**src/design/dlct_pkg.sv**
```systemverilog
// Purpose: Constants and types for the two legacy counter/timers.
// Assumes: One system clock; 8-bit special-function register port.
// Notes: Run bits and overflow flags are plain ports.
package dlct_pkg;
   // =====================================================
   // Register offsets
   localparam logic [7:0] ADDR_MODE = 8'h89;
   localparam logic [7:0] ADDR_ZERO_LO = 8'h8a;
   localparam logic [7:0] ADDR_ONE_LO = 8'h8b;
   localparam logic [7:0] ADDR_ZERO_HI = 8'h8c;
   localparam logic [7:0] ADDR_ONE_HI = 8'h8d;
   localparam logic [7:0] ADDR_CLK_SEL = 8'h8e;
   localparam logic [7:0] REG_RESET = 8'h00;
   // =====================================================
   // Field positions
   localparam int ONE_GATE_BIT = 7;
   localparam int ONE_SRC_BIT = 6;
   localparam int ONE_MODE_LSB = 4;
   localparam int ZERO_GATE_BIT = 3;
   localparam int ZERO_SRC_BIT = 2;
   localparam int ZERO_MODE_LSB = 0;
   localparam int ONE_CLK_PICK_BIT = 4;
   localparam int ZERO_CLK_PICK_BIT = 3;
   localparam int PRESCALE_LSB = 0;
   localparam logic [7:0] CLK_SEL_WMASK = 8'h1b;
   // =====================================================
   // Count limits and divisors
   localparam logic [4:0] LO5_MAX = 5'h1f;
   localparam logic [7:0] BYTE_MAX = 8'hff;
   localparam logic [7:0] BYTE_ONE = 8'h01;
   localparam logic [5:0] DIV_SYS12 = 6'h0c;
   localparam logic [5:0] DIV_SYS4 = 6'h04;
   localparam logic [5:0] DIV_SYS48 = 6'h30;
   localparam logic [2:0] DIV_EXT8_LAST = 3'h7;
   // =====================================================
   // Types
   typedef enum logic [1:0] {
      MODE_13BIT = 2'h0,
      MODE_16BIT = 2'h1,
      MODE_RELOAD8 = 2'h2,
      MODE_SPLIT = 2'h3
   } dlct_mode_type;
   typedef enum logic [1:0] {
      PRE_SYS12 = 2'h0,
      PRE_SYS4 = 2'h1,
      PRE_SYS48 = 2'h2,
      PRE_EXT8 = 2'h3
   } dlct_pre_type;
   typedef struct packed {
      logic rd;
      logic wr;
      logic [7:0] addr;
      logic [7:0] wdata;
   } dlct_sfr_req_type;
endpackage : dlct_pkg

```
**src/design/dlct_prescaler.sv**
```systemverilog
// Purpose: Shared prescaler tick for both timers.
// Assumes: ext_osc is asynchronous and slower than mclk/2.
// Notes: Tick is a one-cycle pulse.
`timescale 1ns/1ps
module dlct_prescaler (
   input wire logic mclk, // System clock
   input wire logic reset, // Sync reset, high
   input wire dlct_pkg::dlct_pre_type sel, // Prescale choice
   input wire logic ext_osc, // External oscillator pin
   output logic tick // Prescaled tick pulse
);
   logic [5:0] sys_cnt_r, sys_cnt_nxt;
   logic [2:0] ext_cnt_r, ext_cnt_nxt;
   logic [2:0] ext_sync_r, ext_sync_nxt;
   logic [5:0] div_last;
   logic ext_rise;
   logic sys_wrap;

   // =====================================================
   // Divider
   // Counter restarts when it passes a new, smaller limit
   always_comb begin
      case (sel)
         dlct_pkg::PRE_SYS4: div_last = dlct_pkg::DIV_SYS4 - 6'h01;
         dlct_pkg::PRE_SYS48: div_last = dlct_pkg::DIV_SYS48 - 6'h01;
         default: div_last = dlct_pkg::DIV_SYS12 - 6'h01;
      endcase
      ext_sync_nxt = {ext_sync_r[1:0], ext_osc};
      ext_rise = ext_sync_r[1] & ~ext_sync_r[2]; // style sync
      sys_wrap = (sys_cnt_r >= div_last);
      sys_cnt_nxt = sys_wrap ? 6'h00 : sys_cnt_r + 6'h01;
      ext_cnt_nxt = ext_rise ? ext_cnt_r + 3'h1 : ext_cnt_r;
      if (sel == dlct_pkg::PRE_EXT8) begin
         tick = ext_rise && (ext_cnt_r == dlct_pkg::DIV_EXT8_LAST);
      end else begin
         tick = sys_wrap;
      end
   end

   always_ff @(posedge mclk) begin
      if (reset) begin
         sys_cnt_r <= 6'h00;
         ext_cnt_r <= 3'h0;
         ext_sync_r <= 3'h0;
      end else begin
         sys_cnt_r <= sys_cnt_nxt;
         ext_cnt_r <= ext_cnt_nxt;
         ext_sync_r <= ext_sync_nxt;
      end
   end
endmodule : dlct_prescaler

```
**src/design/dlct_timers.sv**
```systemverilog
// Purpose: Timer zero and timer one with their config registers.
// Assumes: Pins are asynchronous; register port is on mclk.
// Notes: Read data appears the cycle after rd.
`timescale 1ns/1ps
module dlct_timers (
   input wire logic mclk, // System clock, 10 MHz
   input wire logic reset, // Sync reset, high
   input wire dlct_pkg::dlct_sfr_req_type sfr_req, // Register access
   output logic [7:0] sfr_rdata, // Read data, registered
   input wire logic zero_run, // Timer zero run
   input wire logic one_run, // Timer one run
   input wire logic zero_flag_clr, // Clear zero flag pulse
   input wire logic one_flag_clr, // Clear one flag pulse
   input wire logic irq_in_zero_n, // Gate input zero
   input wire logic irq_in_one_n, // Gate input one
   input wire logic zero_event_pin, // Event pin zero
   input wire logic one_event_pin, // Event pin one
   input wire logic ext_osc, // External oscillator
   output logic zero_ovf_flag, // Overflow flag zero
   output logic one_ovf_flag // Overflow flag one
);
   logic [7:0] mode_r, mode_nxt;
   logic [7:0] clk_sel_r, clk_sel_nxt;
   logic [7:0] zero_count_lo_r, zero_count_lo_nxt;
   logic [7:0] zero_count_hi_r, zero_count_hi_nxt;
   logic [7:0] one_count_lo_r, one_count_lo_nxt;
   logic [7:0] one_count_hi_r, one_count_hi_nxt;
   logic zero_ovf_r, zero_ovf_nxt;
   logic one_ovf_r, one_ovf_nxt;
   logic [7:0] rdata_r, rdata_nxt;
   logic [2:0] sync_r [4];
   logic [2:0] sync_nxt [4];
   logic [3:0] pin_raw;
   logic irq0_s, irq1_s, ev0_fall, ev1_fall;
   logic presc_tick;
   dlct_pkg::dlct_mode_type zero_mode, one_mode;
   logic split, zero_en, zero_tick, zero_adv;
   logic one_en, one_tick, one_adv, hi_adv;
   logic zero_wr_lo, zero_wr_hi, one_wr_lo, one_wr_hi;
   logic [16:0] zero_step, one_step;
   logic [8:0] hi_split;

   // =====================================================
   // Count step for one timer: {overflow, high, low}
   function automatic logic [16:0] step(
      input dlct_pkg::dlct_mode_type md,
      input logic [7:0] hi,
      input logic [7:0] lo
   );
      logic [16:0] res;
      res = {1'b0, hi, lo};
      case (md)
         dlct_pkg::MODE_13BIT: begin
            // Upper three low bits are left alone
            res[4:0] = lo[4:0] + 5'h01;
            if (lo[4:0] == dlct_pkg::LO5_MAX) begin
               res[15:8] = hi + dlct_pkg::BYTE_ONE;
               res[16] = (hi == dlct_pkg::BYTE_MAX);
            end
         end
         dlct_pkg::MODE_16BIT: begin
            res = {1'b0, hi, lo} + 17'h00001;
         end
         dlct_pkg::MODE_RELOAD8: begin
            if (lo == dlct_pkg::BYTE_MAX) begin
               res = {1'b1, hi, hi};
            end else begin
               res[7:0] = lo + dlct_pkg::BYTE_ONE;
            end
         end
         default: begin
            res[8:0] = {1'b0, lo} + 9'h001;
            res[16] = res[8];
            res[15:8] = hi;
         end
      endcase
      return res;
   endfunction : step

   // =====================================================
   // Pin synchronisers: gates and event pins
   // Stage 0 only feeds stage 1, stage 2 is the edge reference
   assign pin_raw = {one_event_pin, zero_event_pin,
                     irq_in_one_n, irq_in_zero_n};
   genvar gi;
   generate
      for (gi = 0; gi < 4; gi++) begin : g_sync
         always_comb begin
            sync_nxt[gi] = {sync_r[gi][1:0], pin_raw[gi]};
         end
         always_ff @(posedge mclk) begin
            if (reset) begin
               sync_r[gi] <= 3'h7;
            end else begin
               sync_r[gi] <= sync_nxt[gi];
            end
         end
      end
   endgenerate
   assign irq0_s = sync_r[0][1];
   assign irq1_s = sync_r[1][1];
   assign ev0_fall = ~sync_r[2][1] & sync_r[2][2];
   assign ev1_fall = ~sync_r[3][1] & sync_r[3][2];

   // =====================================================
   // Shared prescaler
   dlct_prescaler u_prescaler (
      .mclk(mclk),
      .reset(reset),
      .sel(dlct_pkg::dlct_pre_type'(
         clk_sel_r[dlct_pkg::PRESCALE_LSB +: 2])),
      .ext_osc(ext_osc),
      .tick(presc_tick)
   );

   // =====================================================
   // Count enables and ticks
   always_comb begin
      zero_mode = dlct_pkg::dlct_mode_type'(
         mode_r[dlct_pkg::ZERO_MODE_LSB +: 2]);
      one_mode = dlct_pkg::dlct_mode_type'(
         mode_r[dlct_pkg::ONE_MODE_LSB +: 2]);
      split = (zero_mode == dlct_pkg::MODE_SPLIT);
      zero_en = zero_run & (~mode_r[dlct_pkg::ZERO_GATE_BIT]
                            | irq0_s);
      if (mode_r[dlct_pkg::ZERO_SRC_BIT]) begin
         zero_tick = ev0_fall;
      end else begin
         zero_tick = clk_sel_r[dlct_pkg::ZERO_CLK_PICK_BIT]
                     | presc_tick;
      end
      zero_adv = zero_en & zero_tick;
      // Split high byte: internal clock only, run by one_run
      hi_adv = split & one_run
               & (clk_sel_r[dlct_pkg::ZERO_CLK_PICK_BIT]
                  | presc_tick);
      // Split leaves timer one run by its mode field alone
      if (one_mode == dlct_pkg::MODE_SPLIT) begin
         one_en = 1'b0;
      end else if (split) begin
         one_en = 1'b1;
      end else begin
         one_en = one_run & (~mode_r[dlct_pkg::ONE_GATE_BIT]
                             | irq1_s);
      end
      if (mode_r[dlct_pkg::ONE_SRC_BIT] && !split) begin
         one_tick = ev1_fall;
      end else begin
         one_tick = clk_sel_r[dlct_pkg::ONE_CLK_PICK_BIT]
                    | presc_tick;
      end
      one_adv = one_en & one_tick;
   end

   // =====================================================
   // Register file and counters
   // A byte written by software wins over its count step
   always_comb begin
      zero_wr_lo = sfr_req.wr && sfr_req.addr == dlct_pkg::ADDR_ZERO_LO;
      zero_wr_hi = sfr_req.wr && sfr_req.addr == dlct_pkg::ADDR_ZERO_HI;
      one_wr_lo = sfr_req.wr && sfr_req.addr == dlct_pkg::ADDR_ONE_LO;
      one_wr_hi = sfr_req.wr && sfr_req.addr == dlct_pkg::ADDR_ONE_HI;
      zero_step = step(zero_mode, zero_count_hi_r, zero_count_lo_r);
      one_step = step(one_mode, one_count_hi_r, one_count_lo_r);
      hi_split = {1'b0, zero_count_hi_r} + 9'h001;
      mode_nxt = mode_r;
      clk_sel_nxt = clk_sel_r;
      zero_count_lo_nxt = zero_count_lo_r;
      zero_count_hi_nxt = zero_count_hi_r;
      one_count_lo_nxt = one_count_lo_r;
      one_count_hi_nxt = one_count_hi_r;
      zero_ovf_nxt = zero_ovf_r & ~zero_flag_clr;
      one_ovf_nxt = one_ovf_r & ~one_flag_clr;
      // Counting; flag sets come after clears so the set wins
      if (zero_adv) begin
         zero_count_lo_nxt = zero_step[7:0];
         if (!split) begin
            zero_count_hi_nxt = zero_step[15:8];
         end
         if (zero_step[16]) begin
            zero_ovf_nxt = 1'b1;
         end
      end
      if (hi_adv) begin
         zero_count_hi_nxt = hi_split[7:0];
         if (hi_split[8]) begin
            one_ovf_nxt = 1'b1;
         end
      end
      if (one_adv) begin
         one_count_lo_nxt = one_step[7:0];
         one_count_hi_nxt = one_step[15:8];
         if (one_step[16] && !split) begin
            one_ovf_nxt = 1'b1;
         end
      end
      // Software writes
      if (sfr_req.wr && sfr_req.addr == dlct_pkg::ADDR_MODE) begin
         mode_nxt = sfr_req.wdata;
      end
      if (sfr_req.wr && sfr_req.addr == dlct_pkg::ADDR_CLK_SEL) begin
         clk_sel_nxt = sfr_req.wdata & dlct_pkg::CLK_SEL_WMASK;
      end
      if (zero_wr_lo) begin
         zero_count_lo_nxt = sfr_req.wdata;
      end
      if (zero_wr_hi) begin
         zero_count_hi_nxt = sfr_req.wdata;
      end
      if (one_wr_lo) begin
         one_count_lo_nxt = sfr_req.wdata;
      end
      if (one_wr_hi) begin
         one_count_hi_nxt = sfr_req.wdata;
      end
      // Reads; unmapped addresses answer zero
      rdata_nxt = rdata_r;
      if (sfr_req.rd) begin
         case (sfr_req.addr)
            dlct_pkg::ADDR_MODE: rdata_nxt = mode_r;
            dlct_pkg::ADDR_CLK_SEL: rdata_nxt = clk_sel_r;
            dlct_pkg::ADDR_ZERO_LO: rdata_nxt = zero_count_lo_r;
            dlct_pkg::ADDR_ZERO_HI: rdata_nxt = zero_count_hi_r;
            dlct_pkg::ADDR_ONE_LO: rdata_nxt = one_count_lo_r;
            dlct_pkg::ADDR_ONE_HI: rdata_nxt = one_count_hi_r;
            default: rdata_nxt = 8'h00;
         endcase
      end
   end

   always_ff @(posedge mclk) begin
      if (reset) begin
         mode_r <= dlct_pkg::REG_RESET;
         clk_sel_r <= dlct_pkg::REG_RESET;
         zero_count_lo_r <= dlct_pkg::REG_RESET;
         zero_count_hi_r <= dlct_pkg::REG_RESET;
         one_count_lo_r <= dlct_pkg::REG_RESET;
         one_count_hi_r <= dlct_pkg::REG_RESET;
         zero_ovf_r <= 1'b0;
         one_ovf_r <= 1'b0;
         rdata_r <= 8'h00;
      end else begin
         mode_r <= mode_nxt;
         clk_sel_r <= clk_sel_nxt;
         zero_count_lo_r <= zero_count_lo_nxt;
         zero_count_hi_r <= zero_count_hi_nxt;
         one_count_lo_r <= one_count_lo_nxt;
         one_count_hi_r <= one_count_hi_nxt;
         zero_ovf_r <= zero_ovf_nxt;
         one_ovf_r <= one_ovf_nxt;
         rdata_r <= rdata_nxt;
      end
   end

   assign sfr_rdata = rdata_r;
   assign zero_ovf_flag = zero_ovf_r;
   assign one_ovf_flag = one_ovf_r;
endmodule : dlct_timers
```
**config.mk**
```make
export PLATFORM = sky130hd
export DESIGN_NAME = dlct_timers
export DESIGN_NICKNAME = d
export VERILOG_FILES = /design/src/design/dlct_pkg.sv /design/src/design/dlct_prescaler.sv /design/src/design/dlct_timers.sv
export SDC_FILE = /design/constraint.sdc
export NUM_CORES = 1
export LEC_CHECK = 0
export ABC_AREA = 1
export BUFFER_PORTS_ARGS = -buffer_cell sky130_fd_sc_hd__buf_2
export CAP_MARGIN = 0
export CORE_ASPECT_RATIO = 1.75
export CORE_MARGIN = 2
export CORE_UTILIZATION = 57
export CTS_BUF_LIST = sky130_fd_sc_hd__clkbuf_8
export CTS_CLUSTER_DIAMETER = 60
export DETAILED_ROUTE_END_ITERATION = 10
export GPL_ROUTABILITY_DRIVEN = 0
export PLACE_DENSITY = 0.76
export SLEW_MARGIN = 20
export SYNTH_ARGS = -nofsm -noshare
export SYNTH_HDL_FRONTEND = slang
export SYNTH_SLANG_ARGS = --single-unit
export TNS_END_PERCENT = 50
```
**constraint.sdc**
```tcl
create_clock -name mclk -period 1.8 [get_ports mclk]
set_input_delay 0.18 -clock mclk [delete_from_list [all_inputs] [get_ports mclk]]
set_output_delay 0.18 -clock mclk [all_outputs]
set_load 0.02 [all_outputs]
```
==> metrics <==
Reg-to-Reg Start clk_sel_r[0]; Worst Clk Skew 9.63 ps; ratio of cells with drive above 1 in the final layout 27.1%; Max Slew Vio Count 0; Avg Vias per Cell 5.96; HP Start ext_osc; DIE AREA 10100 um^2; Leakage Power 3.08 nW; Initial Utilization 58.8%; Worst Tran Pin Value 437 ps; worst r2r path cells 15; Reg clk slew, reported paths 90 ps; GRT Total Usage 37.0%; WS Path Type flip-flop to flip-flop; Min-Delay Endpoint u_prescaler.ext_sync_r[0]; Max clock buf depth 2; dpl hpwl 14000 um; Site Rows 46; FF-to-FF End zero_count_lo_r[5]; R2R setup slack -310 ps; initial drt markers 550; TritonCTS clock tree yes; combined area of the multi-input logic cells 3650 um^2; sequential area share after synthesis 28.6%; failing checks negative setup slack; max-cap check violation count 0; net count after synthesis 885; Layout area overhead 28.3%; initial antenna violation count 0; Synth area leaders dfxtp_1 (29%), nand2_1 (16%), nand3_1 (6.7%), inv_1 (6.1%), nor2_1 (5.7%); clk_lat worst skew 370 ps; Clock Root Buffer clkbuf_8; CORE AREA 9040 um^2; RSZ-0062 raised after global routing true; startpoint types flip-flop; Setup-failing EPs final 40; setup TNS after final layout -8700 ps; Netlist Area Pre-Place 5310 um^2; asr flop ratio synth 0%; first-pass GRT wire length 29500 um; die span in y 132 um; Final Instance Area 6810 um^2; Peak supply drop 437 uV; CP startpoint clk_sel_r[0]; Hold WC Path Type primary input to flip-flop; worst hold slack 15.3 ps; Place WS -281 ps; status complete, but fails checks; Final WS setup -307 ps; register area 1530 um^2; DR WL/cell 17.8 um; Synth Area per Inst 6.35 um^2; die width 77.0 um; FMAX 0.475 GHz; CTS buffer count 9; ANT nets after route 0; Residual DRC 0; # clock sinks 76; FILL cells 735; dpl cell area 6090 um^2; leading area contributor after synthesis dfxtp_1; IO Pins 39; Cells after Synth 836; Antenna diodes 0; Final Critical Period 2110 ps; Critical Path End Type flip-flop; prevailing post-synth register cell dfxtp_1; CP required 2060 ps; crit-path max FO 4; Via Count 6417; Syn. warnings 0; largest net degree at the start of global routing 28; grt ovf 0; top cell type's share of synthesized area 28.6%; final WL 19100 um; post-synth cell types 46; Post-synth EDFFs 0; ratio of final minimum period to clock period 117%; hold path depth 3; # port buffers 38; drt pass-1 iters 9; Nets 1000; Design Power 3.53 mW; WP data arrival 2370 ps; Slew HR 70.9%; vias in the first global route 6067; final hold viol count 0; PwrDens 518 nW/um^2; flops & latches, synth 76; H-tree Lvls 3
[synthesized netlist by cell type, types with 2 or more instances]
cell and instances:
clkbuf_1 6, o31ai_1 4, nand3_2 4, a21oi_1 58, nor3_4 3, a21oi_2 5, buf_6 3, nand2_4 2
o221ai_1 2, inv_2 7, nand2_1 229, xnor2_1 4, o21ai_1 11, o211ai_1 8, dfxtp_1 76, a31oi_1 4
buf_4 2, nor3_1 13, nor2_2 7, nand4_1 16, nand3_4 2, o2111ai_1 3, xor2_1 6, o22ai_1 6
o2111a_1 2, nand2_2 10, ha_1 20, a21boi_0 2, or2_2 11, nor2_1 81, nand3_1 71, o21ai_0 51
inv_1 87, buf_2 8
[state kept, by name (all words and copies together), names as in the netlist, 4 cells and up]
name                   count
mode_r                     8
zero_count_hi_r            8
one_count_lo_r             8
one_count_hi_r             8
sync_r                    10
u_prescaler.sys_cnt_r      6
sfr_rdata                  8
clk_sel_r                  4
zero_count_lo_r            8
[stage by stage]
| stage | instances | utilization [%] |
|---|---|---|
| 4_1_cts | 1069 | 72.7 |
| 5_1_grt | 1076 | 75.4 |
| 2_1_floorplan | 836 | - |
| 3_3_place_gp | 1041 | 67.4 |
| 3_5_place_dp | 1041 | 67.4 |
| 6_report | 1076 | 75.4 |
[cell families (layout without fill, tap and decap cells)]
family          count (synthesis)  count (layout)  synth area share [%]
xor+xnor                       10              10                  1.65
flops                          76              76                  28.6
simple gates                  453             454                  38.5
buf+inv                       117             236                  9.14
fa+ha+maj                      20              20                  4.71
compound gates                160             160                  17.3
[critical path: stages (launching register included)]
cell	delay, ps
dfxtp_2	350
inv_4	70
nor2_2	40
ha_1	320
nand2_1	80
nand2_1	70
nand2_2	100
nand3_2	90
nand2_4	100
nand4_1	170
nand2_2	210
inv_2	70
nand2_4	80
nand2_4	60
o21ai_1	130
nor2_1	60
[layout by cell type, fill, tap and decap left out, types with 3 or more instances in the layout]
cell type	count
a21oi_1	47
a21oi_2	16
a31oi_1	4
buf_2	38
buf_4	69
buf_6	12
clkbuf_8	9
dfxtp_1	73
dfxtp_2	3
dlygate4sd3_1	4
ha_1	19
inv_1	82
inv_2	11
inv_6	3
nand2_1	208
nand2_2	20
nand2_4	12
nand3_1	57
nand3_2	12
nand3_4	9
nand4_1	16
nor2_1	74
nor2_2	13
nor3_1	13
nor3_4	3
o2111ai_1	3
o211ai_1	8
o21ai_0	43
o21ai_1	15
o21ai_2	5
o22ai_1	6
o31ai_1	4
or2_2	11
xnor2_1	4
xor2_1	6
[cell type report]
| cell class | count | area share (%) |
|---|---|---|
| Multi-Input combinational cell | 644 | 53.6 |
| Clock inverter | 7 | 1.56 |
| Sequential cell | 76 | 22.4 |
| Clock buffer | 9 | 1.82 |
| Tap cell | 120 | 2.20 |
| Timing Repair Buffer | 123 | 13.0 |
| Inverter | 97 | 5.47 |
[timing repair]
action                                 in CTS  in global routing
endpoints found under the hold margin       4                  0
hold buffers                                4                  0
setup endpoints to repair                  34                 40
buffers inserted                            7                  8
pin swaps                                  18                 26
resized for setup                          43                 49
cloned                                      1                  0
[per-layer routing]
metal  up-vias  wire (um)  track usage [%]
met5         -          0                0
li1       2997          -                -
met2       353       9610             65.8
met1      2942       6640             38.4
met3       125       1300             5.49
met4         0       1600             27.8
[power breakdown]
group | leakage, nW | internal [mW] | switching [mW]
clock network | 0.117 | 0.808 | 0.748
registers | 0.618 | 1.71 | 0.0132
logic | 2.35 | 0.0843 | 0.166
[how the worst max path moves through the flow]
stage	slack (ps)	endpoint
after floorplan	-3	zero_count_hi_r[6]
after global placement	-170	one_count_lo_r[4]
after detailed placement	-280	one_count_lo_r[0]
after CTS	-160	zero_count_hi_r[6]
after global routing	-510	zero_count_lo_r[1]
final	-310	zero_count_lo_r[5]
Power figures use the tool's default switching activity.
